## src/hw/move_exec_pkg.sv

```systemverilog
// constants and types for the literal and indirect move execution block
package move_exec_pkg;
  // ----------------------------------------------------------------
  // register map (byte addresses)
  // ----------------------------------------------------------------
  localparam int ADDR_W = 8;
  localparam logic [7:0] REG_INSTR = 8'h00;
  localparam logic [7:0] REG_ACC = 8'h04;
  localparam logic [7:0] REG_BANK = 8'h08;
  localparam logic [7:0] REG_PAGE = 8'h0c;
  localparam logic [7:0] REG_OPTION = 8'h10;
  localparam logic [7:0] REG_PTR0 = 8'h14;
  localparam logic [7:0] REG_PTR1 = 8'h18;
  localparam logic [7:0] REG_STATUS = 8'h1c;
  localparam logic [7:0] REG_POWER_CONTROL_REGISTER = 8'h20;
  localparam logic [7:0] REG_PC = 8'h24;
  localparam logic [7:0] REG_MEMSEL = 8'h28;
  localparam logic [7:0] REG_MEMDATA = 8'h2c;
  localparam logic [1:0] RESP_OKAY = 2'h0;
  localparam logic [1:0] RESP_DECERR = 2'h3;
  // ----------------------------------------------------------------
  // reset values
  // ----------------------------------------------------------------
  localparam logic [7:0] RST_OPTION = 8'hff;
  localparam logic RST_FLAG_N = 1'h1;
  // ----------------------------------------------------------------
  // instruction encodings and fields
  // ----------------------------------------------------------------
  localparam logic [13:0] OPC_NOP = 14'h0000;
  localparam logic [13:0] OPC_RESET = 14'h0001;
  localparam logic [13:0] OPC_OPTION = 14'h0062;
  localparam logic [8:0] PAT_BANK = 9'h001;
  localparam logic [10:0] PAT_IND = 11'h003;
  localparam logic [6:0] PAT_REL = 7'h7f;
  localparam logic [6:0] PAT_PAGE = 7'h63;
  localparam logic [5:0] PAT_ACC = 6'h30;
  localparam logic [6:0] PAT_DIRECT = 7'h01;
  localparam int IND_SEL_BIT = 2;
  localparam int REL_SEL_BIT = 6;
  localparam logic [6:0] WIN0_F = 7'h00;
  localparam logic [6:0] WIN1_F = 7'h01;
  localparam logic [1:0] MM_PRE_INC = 2'h0;
  localparam logic [1:0] MM_PRE_DEC = 2'h1;
  localparam logic [1:0] MM_POST_INC = 2'h2;
  localparam logic [1:0] MM_POST_DEC = 2'h3;
  // ----------------------------------------------------------------
  // decoded operation
  // ----------------------------------------------------------------
  typedef enum logic [9:0] {
    OP_NONE = 10'h001,
    OP_NOP = 10'h002,
    OP_RESET = 10'h004,
    OP_OPTION = 10'h008,
    OP_BANK = 10'h010,
    OP_PAGE = 10'h020,
    OP_ACC = 10'h040,
    OP_DIRECT = 10'h080,
    OP_IND = 10'h100,
    OP_REL = 10'h200
  } op_t;
endpackage : move_exec_pkg

```

## src/hw/move_exec.sv

```systemverilog
// execution unit for literal loads, accumulator stores, nop and soft reset
`timescale 1ns/1ns
`default_nettype none
// Function
// - the bank literal load puts its 5-bit operand in the bank select register, flags untouched.
// - the page literal load puts its 7-bit operand in the pc high latch, flags untouched.
// - the accumulator literal load copies its 8-bit operand in one word and one cycle.
// - the direct store writes the accumulator to a 7-bit addressed file register.
// - the indirect store writes the accumulator where one of two 16-bit pointers points.
// - code 00/01/10/11 selects pre-inc, pre-dec, post-inc, post-dec pointer update.
// - relative form addresses pointer plus signed 6-bit offset, pointer unchanged.
// - pointer arithmetic wraps within 16 bits both ways.
// - pointer update and indirect store change no status flag.
// - window registers have no storage and redirect to their pointer's location.
// - the option load copies the accumulator into the option register, flags untouched.
// - soft reset resets the core and clears the active-low soft reset flag.
module move_exec #(
  parameter int DEPTH = 128
) (
  input wire logic aclk,
  input wire logic aresetn,
  input wire logic awvalid,
  output logic awready,
  input wire logic [move_exec_pkg::ADDR_W-1:0] awaddr,
  input wire logic wvalid,
  output logic wready,
  input wire logic [31:0] wdata,
  input wire logic [3:0] wstrb,
  output logic bvalid,
  input wire logic bready,
  output logic [1:0] bresp,
  input wire logic arvalid,
  output logic arready,
  input wire logic [move_exec_pkg::ADDR_W-1:0] araddr,
  output logic rvalid,
  input wire logic rready,
  output logic [31:0] rdata,
  output logic [1:0] rresp,
  output logic soft_reset
);
  localparam int AW = $clog2(DEPTH);

  // ----------------------------------------------------------------
  // state
  // ----------------------------------------------------------------
  typedef struct packed {
    logic [7:0] acc;
    logic [4:0] bank;
    logic [6:0] page;
    logic [7:0] option;
    logic [1:0][15:0] ptr;
    logic [2:0] status;
    logic flag_n;
    logic [14:0] pc;
    logic [13:0] instr;
    logic [DEPTH-1:0][7:0] mem;
    logic [15:0] memsel;
    logic soft_rst;
    logic awready;
    logic wready;
    logic aw_held;
    logic w_held;
    logic [7:0] awaddr;
    logic [31:0] wdata;
    logic [3:0] wstrb;
    logic bvalid;
    logic [1:0] bresp;
    logic arready;
    logic rvalid;
    logic [31:0] rdata;
    logic [1:0] rresp;
  } state_t;

  state_t st_q;
  state_t st_d;
  logic exec;
  logic [13:0] ins;
  move_exec_pkg::op_t op;
  logic sel;
  logic [1:0] mm;
  logic [15:0] ptr_old;
  logic [15:0] ptr_new;
  logic [15:0] ea;
  logic [AW-1:0] idx;
  logic [32:0] rd_w;
  logic [32:0] rd_r;
  logic [31:0] wv;

  // ----------------------------------------------------------------
  // functions
  // ----------------------------------------------------------------
  function automatic move_exec_pkg::op_t decode(input logic [13:0] i);
    if (i == move_exec_pkg::OPC_NOP) begin
      return move_exec_pkg::OP_NOP;
    end else if (i == move_exec_pkg::OPC_RESET) begin
      return move_exec_pkg::OP_RESET;
    end else if (i == move_exec_pkg::OPC_OPTION) begin
      return move_exec_pkg::OP_OPTION;
    end else if (i[13:5] == move_exec_pkg::PAT_BANK) begin
      return move_exec_pkg::OP_BANK;
    end else if (i[13:3] == move_exec_pkg::PAT_IND) begin
      return move_exec_pkg::OP_IND;
    end else if (i[13:7] == move_exec_pkg::PAT_REL) begin
      return move_exec_pkg::OP_REL;
    end else if (i[13:7] == move_exec_pkg::PAT_PAGE) begin
      return move_exec_pkg::OP_PAGE;
    end else if (i[13:8] == move_exec_pkg::PAT_ACC) begin
      return move_exec_pkg::OP_ACC;
    end else if (i[13:7] == move_exec_pkg::PAT_DIRECT) begin
      return move_exec_pkg::OP_DIRECT;
    end
    return move_exec_pkg::OP_NONE;
  endfunction : decode

  function automatic logic [AW-1:0] to_idx(input logic [15:0] a);
    return a[AW-1:0];
  endfunction : to_idx

  // readback: {hit, data}
  function automatic logic [32:0] rd(input state_t s, input logic [7:0] a);
    logic [32:0] r;
    r = {1'b1, 32'h0000_0000};
    case ({a[7:2], 2'b00})
      move_exec_pkg::REG_INSTR: r[13:0] = s.instr;
      move_exec_pkg::REG_ACC: r[7:0] = s.acc;
      move_exec_pkg::REG_BANK: r[4:0] = s.bank;
      move_exec_pkg::REG_PAGE: r[6:0] = s.page;
      move_exec_pkg::REG_OPTION: r[7:0] = s.option;
      move_exec_pkg::REG_PTR0: r[15:0] = s.ptr[0];
      move_exec_pkg::REG_PTR1: r[15:0] = s.ptr[1];
      move_exec_pkg::REG_STATUS: r[2:0] = s.status;
      move_exec_pkg::REG_POWER_CONTROL_REGISTER: r[0] = s.flag_n;
      move_exec_pkg::REG_PC: r[14:0] = s.pc;
      move_exec_pkg::REG_MEMSEL: r[15:0] = s.memsel;
      move_exec_pkg::REG_MEMDATA: r[7:0] = s.mem[to_idx(s.memsel)];
      default: r = 33'h0_0000_0000;
    endcase
    return r;
  endfunction : rd

  // ----------------------------------------------------------------
  // next state
  // ----------------------------------------------------------------
  always_comb begin
    st_d = st_q;
    st_d.soft_rst = 1'b0;
    rd_w = rd(st_q, st_q.awaddr);
    rd_r = rd(st_q, araddr);
    for (int b = 0; b < 4; b++) begin
      wv[b*8 +: 8] = st_q.wstrb[b] ? st_q.wdata[b*8 +: 8] : rd_w[b*8 +: 8];
    end
    exec = st_q.aw_held && st_q.w_held && !st_q.bvalid &&
           ({st_q.awaddr[7:2], 2'b00} == move_exec_pkg::REG_INSTR);
    ins = wv[13:0];
    op = decode(ins);
    mm = ins[1:0];
    sel = (op == move_exec_pkg::OP_REL) ? ins[move_exec_pkg::REL_SEL_BIT]
                                         : ins[move_exec_pkg::IND_SEL_BIT];
    ptr_old = st_q.ptr[sel];
    ptr_new = ptr_old;
    ea = ptr_old;
    if (op == move_exec_pkg::OP_IND) begin
      case (mm)
        move_exec_pkg::MM_PRE_INC: begin
          ptr_new = ptr_old + 16'h0001;
          ea = ptr_new;
        end
        move_exec_pkg::MM_PRE_DEC: begin
          ptr_new = ptr_old - 16'h0001;
          ea = ptr_new;
        end
        move_exec_pkg::MM_POST_INC: ptr_new = ptr_old + 16'h0001;
        default: ptr_new = ptr_old - 16'h0001;
      endcase
    end else if (op == move_exec_pkg::OP_REL) begin
      ea = ptr_old + {{10{ins[5]}}, ins[5:0]};
    end else if (ins[6:0] == move_exec_pkg::WIN0_F || ins[6:0] == move_exec_pkg::WIN1_F) begin
      ea = st_q.ptr[ins[0]];
    end else begin
      ea = {4'h0, st_q.bank, ins[6:0]};
    end
    idx = to_idx(ea);

    // write address and data channels
    if (awvalid && st_q.awready) begin
      st_d.awready = 1'b0;
      st_d.aw_held = 1'b1;
      st_d.awaddr = awaddr;
    end
    if (wvalid && st_q.wready) begin
      st_d.wready = 1'b0;
      st_d.w_held = 1'b1;
      st_d.wdata = wdata;
      st_d.wstrb = wstrb;
    end
    if (st_q.aw_held && st_q.w_held && !st_q.bvalid) begin
      st_d.aw_held = 1'b0;
      st_d.w_held = 1'b0;
      st_d.bvalid = 1'b1;
      st_d.bresp = rd_w[32] ? move_exec_pkg::RESP_OKAY : move_exec_pkg::RESP_DECERR;
      case ({st_q.awaddr[7:2], 2'b00})
        move_exec_pkg::REG_ACC: st_d.acc = wv[7:0];
        move_exec_pkg::REG_PTR0: st_d.ptr[0] = wv[15:0];
        move_exec_pkg::REG_PTR1: st_d.ptr[1] = wv[15:0];
        move_exec_pkg::REG_STATUS: st_d.status = wv[2:0];
        move_exec_pkg::REG_POWER_CONTROL_REGISTER: st_d.flag_n = wv[0];
        move_exec_pkg::REG_MEMSEL: st_d.memsel = wv[15:0];
        default: st_d.bresp = st_d.bresp;
      endcase
    end
    if (st_q.bvalid && bready) begin
      st_d.bvalid = 1'b0;
      st_d.awready = 1'b1;
      st_d.wready = 1'b1;
    end

    // instruction execution, status written here only by soft reset
    if (exec) begin
      st_d.instr = ins;
      st_d.pc = st_q.pc + 15'h0001;
      case (op)
        move_exec_pkg::OP_NOP: st_d.pc = st_q.pc + 15'h0001;
        move_exec_pkg::OP_BANK: st_d.bank = ins[4:0];
        move_exec_pkg::OP_PAGE: st_d.page = ins[6:0];
        move_exec_pkg::OP_ACC: st_d.acc = ins[7:0];
        move_exec_pkg::OP_OPTION: st_d.option = st_q.acc;
        move_exec_pkg::OP_DIRECT: st_d.mem[idx] = st_q.acc;
        move_exec_pkg::OP_IND: begin
          st_d.mem[idx] = st_q.acc;
          st_d.ptr[sel] = ptr_new;
        end
        move_exec_pkg::OP_REL: st_d.mem[idx] = st_q.acc;
        move_exec_pkg::OP_RESET: begin
          st_d.acc = 8'h00;
          st_d.bank = 5'h00;
          st_d.page = 7'h00;
          st_d.option = move_exec_pkg::RST_OPTION;
          st_d.ptr = '0;
          st_d.status = 3'h0;
          st_d.pc = 15'h0000;
          st_d.memsel = 16'h0000;
          st_d.flag_n = 1'b0;
          st_d.soft_rst = 1'b1;
        end
        default: st_d.pc = st_q.pc;
      endcase
    end

    // read channel
    if (arvalid && st_q.arready) begin
      st_d.arready = 1'b0;
      st_d.rvalid = 1'b1;
      st_d.rdata = rd_r[31:0];
      st_d.rresp = rd_r[32] ? move_exec_pkg::RESP_OKAY : move_exec_pkg::RESP_DECERR;
    end
    if (st_q.rvalid && rready) begin
      st_d.rvalid = 1'b0;
      st_d.arready = 1'b1;
    end
  end

  always_ff @(posedge aclk) begin
    if (!aresetn) begin
      st_q <= '0;
      st_q.option <= move_exec_pkg::RST_OPTION;
      st_q.flag_n <= move_exec_pkg::RST_FLAG_N;
      st_q.awready <= 1'b1;
      st_q.wready <= 1'b1;
      st_q.arready <= 1'b1;
    end else begin
      st_q <= st_d;
    end
  end

  assign awready = st_q.awready;
  assign wready = st_q.wready;
  assign bvalid = st_q.bvalid;
  assign bresp = st_q.bresp;
  assign arready = st_q.arready;
  assign rvalid = st_q.rvalid;
  assign rdata = st_q.rdata;
  assign rresp = st_q.rresp;
  assign soft_reset = st_q.soft_rst;
endmodule : move_exec
`default_nettype wire

```

## config.mk

```make
export PLATFORM = sky130hd
export DESIGN_NAME = move_exec
export DESIGN_NICKNAME = d
export VERILOG_FILES = /design/src/hw/move_exec_pkg.sv /design/src/hw/move_exec.sv
export SDC_FILE = /design/constraint.sdc
export NUM_CORES = 2
export LEC_CHECK = 0
export BUFFER_PORTS_ARGS = -buffer_cell sky130_fd_sc_hd__buf_2
export CORE_AREA = 2 2 375 377
export CTS_BUF_LIST = sky130_fd_sc_hd__clkbuf_8
export DETAILED_ROUTE_END_ITERATION = 8
export DIE_AREA = 0 0 377 379
export PLACE_DENSITY = 0.6
export SETUP_SLACK_MARGIN = 0.3
export SYNTH_ARGS = -nofsm -noshare
export SYNTH_HDL_FRONTEND = slang
export SYNTH_SLANG_ARGS = --single-unit
```

## constraint.sdc

```tcl
create_clock -name aclk -period 19.05 [get_ports aclk]
set_clock_uncertainty 0.15 [all_clocks]
set_input_delay 2.8575 -clock aclk [delete_from_list [all_inputs] [get_ports aclk]]
set_output_delay 2.8575 -clock aclk [all_outputs]
set_load 0.01 [all_outputs]
```

==> summary.md <==
| Metric | Value |
|---|---|
| Status | `complete, no violations` |
| CP Launch Type | `flop` |
| Share of cells above drive strength 1 | `14.3%` |
| Overall Global Routing Usage | `24.9%` |
| TritonCTS Buffers | `195` |
| Switching power | `1.24 mW` |
| Bufs and invs on worst path | `6` |
| Setup-failing EPs final | `0` |
| Slew Viols, Final | `0` |
| Yosys top cell area share | `41.7%` |
| Leak pwr | `24.4 nW` |
| TritonCTS clock tree | `built` |
| Initial antenna violation count | `1` |
| RSZ-0062 raised after global routing | `false` |
| Synth-to-Final Area Change | `9.63%` |
| Internal Power | `3.82 mW` |
| Synth Instances | `5753` |
| First-pass GRT wire length | `272000 um` |
| Top delay family on crit path | `compound AO/OA/AOI/OAI gates` |
| Synth top area cells | `dfxtp_1, mux2i_1, nand2_1` |
| Routed length per instance | `23.9 um` |
| Post-detail-place hpwl | `117000 um` |
| CTS root buffer | `clkbuf_8` |
| Pwr Density | `81.4 nW/um^2` |
| Avg Synthesized Cell Area | `9.86 um^2` |
| Synthesized flop and latch total | `1183` |
| WL final | `182000 um` |
| Reg clk slew, reported paths | `70 ps` |
| Period utilisation layout | `56.3%` |
| Cell Rows | `137` |
| Critical path endpoint category | `flop` |
| Drt drc | `0` |
| Dominant cell type by area after synthesis | `dfxtp_1` |
| Crit path DAT | `11440 ps` |
| Final hold vios | `0` |
| CP max stage cell | `nor3b_2` |
| Worst slew margin | `14.0%` |
| Final worst path period need | `10730 ps` |
| Min-Delay Path Class | `reg -> reg` |
| Die width | `377 um` |
| Yosys warns | `0` |
| Drt first pass iters | `9` |
| CP dominant cell by count | `inv_1` |
| CP peak stage delay | `940 ps` |
| Maximum fanout along the worst path | `108` |
| FMAX | `0.0932 GHz` |
| Logic pwr share | `3.8%` |
| H-tree level count | `4` |
| Proportion of power drawn by the clock network | `47.1%` |
| Post_cts resized | `0` |
| Core Util, Final | `44.8%` |
| Peak VDD IR | `0.0000745 V` |
| ANT nets after route | `0` |
| Area occupied by multi-input gates | `30700 um^2` |
| Port bufs | `62` |
| Sw frac | `24.5%` |
| Final net count | `5714` |
| Die H | `379 um` |
| Kind of critical path | `reg -> reg` |
| Clock Path Buffers | `3` |
| Top Ports | `101` |
| Setup Fix Bufs, Post-CTS | `0` |
| Synth Flop Type | `dfxtp_1` |
| Number of clock sinks | `1183` |
| Setup TNS | `0 ps` |
| Hold_buf cts | `0` |
| Largest net degree at the start of global routing | `244` |
| Yosys cell types | `105` |
| DR iter-0 viols | `4242` |
| # fillers | `13.1k` |
| Synthesized area | `56700 um^2` |
| Count leader, synth | `mux2i_1` |
| Sequential Area | `23700 um^2` |
| Asr flop ratio synth | `0%` |
| Worst-Skew Late Latency | `970 ps` |
| Vias per cell | `5.80` |
| Tightest Pin Transition | `1280 ps` |
| Most frequent cells after synthesis | `mux2i_1, nand2_1, dfxtp_1, clkbuf_1, nor2_1` |
| CP required | `19760 ps` |
| Starting Density | `40.9%` |
| Remaining global-route overflow | `0` |
| Core ar. | `139000 um^2` |
| Part of the power in registers | `49.1%` |
| Via count | `44.2k` |
| MaxCap Viol Count | `0` |
| Register area share after synthesis | `41.7%` |
| Routability congestion estimate from global placement | `0.963` |
| Die Area | `143000 um^2` |
| Vias in the first global route | `42.6k` |
| Post-synth EDFFs | `0` |
[stage by stage]
| step | setup WS, ps | std cells | area, um^2 | hold slack (ps) | total power [mW] |
|---|---|---|---|---|---|
| global route | 8100 | 7619 | 62200 | 317 | 5.21 |
| global placement | 8810 | 7255 | 58000 | 289 | 2.73 |
| floorplan | 12500 | 5768 | 56800 | 281 | 2.67 |
| detailed placement | 8720 | 7255 | 58000 | 294 | 2.73 |
| finish | 8320 | 7620 | 62200 | 303 | 5.06 |
| CTS | 8690 | 7617 | 62200 | 306 | 5.09 |
[metal layers]
| layer | track usage (%) | up-vias | routed length (um) |
|---|---|---|---|
| li1 | - | 20200 | - |
| met1 | 33.7 | 21900 | 81000 |
| met2 | 38.8 | 1649 | 81500 |
| met3 | 4.14 | 416 | 11400 |
| met4 | 11.4 | 0 | 8270 |
| met5 | 0 | - | 0 |
[cell usage in the layout (no fill, tap or decap), types with 11 or more instances in the layout]
master    synthesis  routed
a21oi_1         130     129
a211oi_1         16      16
mux4_2          156     156
a22oi_1         151     151
o21ai_0          49      49
inv_1            33     100
and3_1           41      41
o22ai_1          27      27
buf_2            70      61
nor3_4           15      15
o21a_1           15      15
clkinv_2          0      18
mux2i_1        1335    1335
clkbuf_8          0     263
xor2_1           12      12
mux2_2           14      14
o211ai_1         17      17
a221oi_1         22      22
conb_1            1      16
dfxtp_1        1183    1177
nand3_1         101     101
nor4_1           13      11
xnor2_1          16      16
nand2_1        1244    1236
nand2_2          43      43
a31oi_1          15      15
nor3_1           40      40
and2_1           23      22
buf_4            63     108
nor2b_1          21      18
nand4_1          18      18
a22o_1           12      12
nor2_1          177     175
nor2_2           31      33
a222oi_1         21      21
nand2b_1         18      18
[worst register-to-register path, stage by stage, from the launching register on]
cell      delay [ps]
dfxtp_4          770
buf_12           700
buf_4            780
mux4_2           440
mux2i_1          690
o22ai_1          260
o311ai_1         890
nand4_1          290
o31ai_4          240
buf_4            510
inv_1            560
ha_1             390
inv_1             80
fa_1             210
inv_1             50
a21oi_1          120
o21bai_1         110
a21o_1           190
a21oi_1          160
xnor2_1          150
xnor2_1           90
o21ai_0          290
o31a_1           700
nand3_2          570
nor3b_2          950
mux2i_1          270
[path summary, 6_finish.rpt]
path | start | end | slack [ps] | cells past startpoint
max | st_q[90]$_SDFF_PN0_ | flop | 8320 | 25
min | flop | flop | 300 | 2
max reg2reg | st_q[90]$_SDFF_PN0_ | flop | 8320 | 25
min reg2reg | flop | flop | 300 | 2
[power by group through the flow]
| stage | sequential, mW | combinational [mW] | clock, mW |
|---|---|---|---|
| after CTS | 2.49 | 0.187 | 2.42 |
| after floorplan | 2.54 | 0.134 | 0 |
| after detailed placement | 2.54 | 0.187 | 0 |
| final | 2.49 | 0.192 | 2.38 |
| after global placement | 2.54 | 0.186 | 0 |
| after global routing | 2.49 | 0.204 | 2.52 |
[kinds of logic after synthesis]
logic type	share of synthesized area (%)
AOI/OAI and AO/OA	7.47
xor gates and xnor gates	0.432
adders and majority gates	0.234
buffers and inverters	4.54
DFF	41.7
muxes	30.0
other	0.00661
and+or+nand+nor	15.5
[cell type report]
cell class / instances / share of cell area, %
multi-input combinational: 4055 / 49.3
sequential: 1183 / 38.1
clock buffer: 263 / 5.82
tap: 1807 / 3.64
timing repair buffer: 174 / 1.95
clock inverter: 99 / 0.927
inverter: 36 / 0.217
antenna: 3 / 0.0121
(Power assumes the default switching activity.)
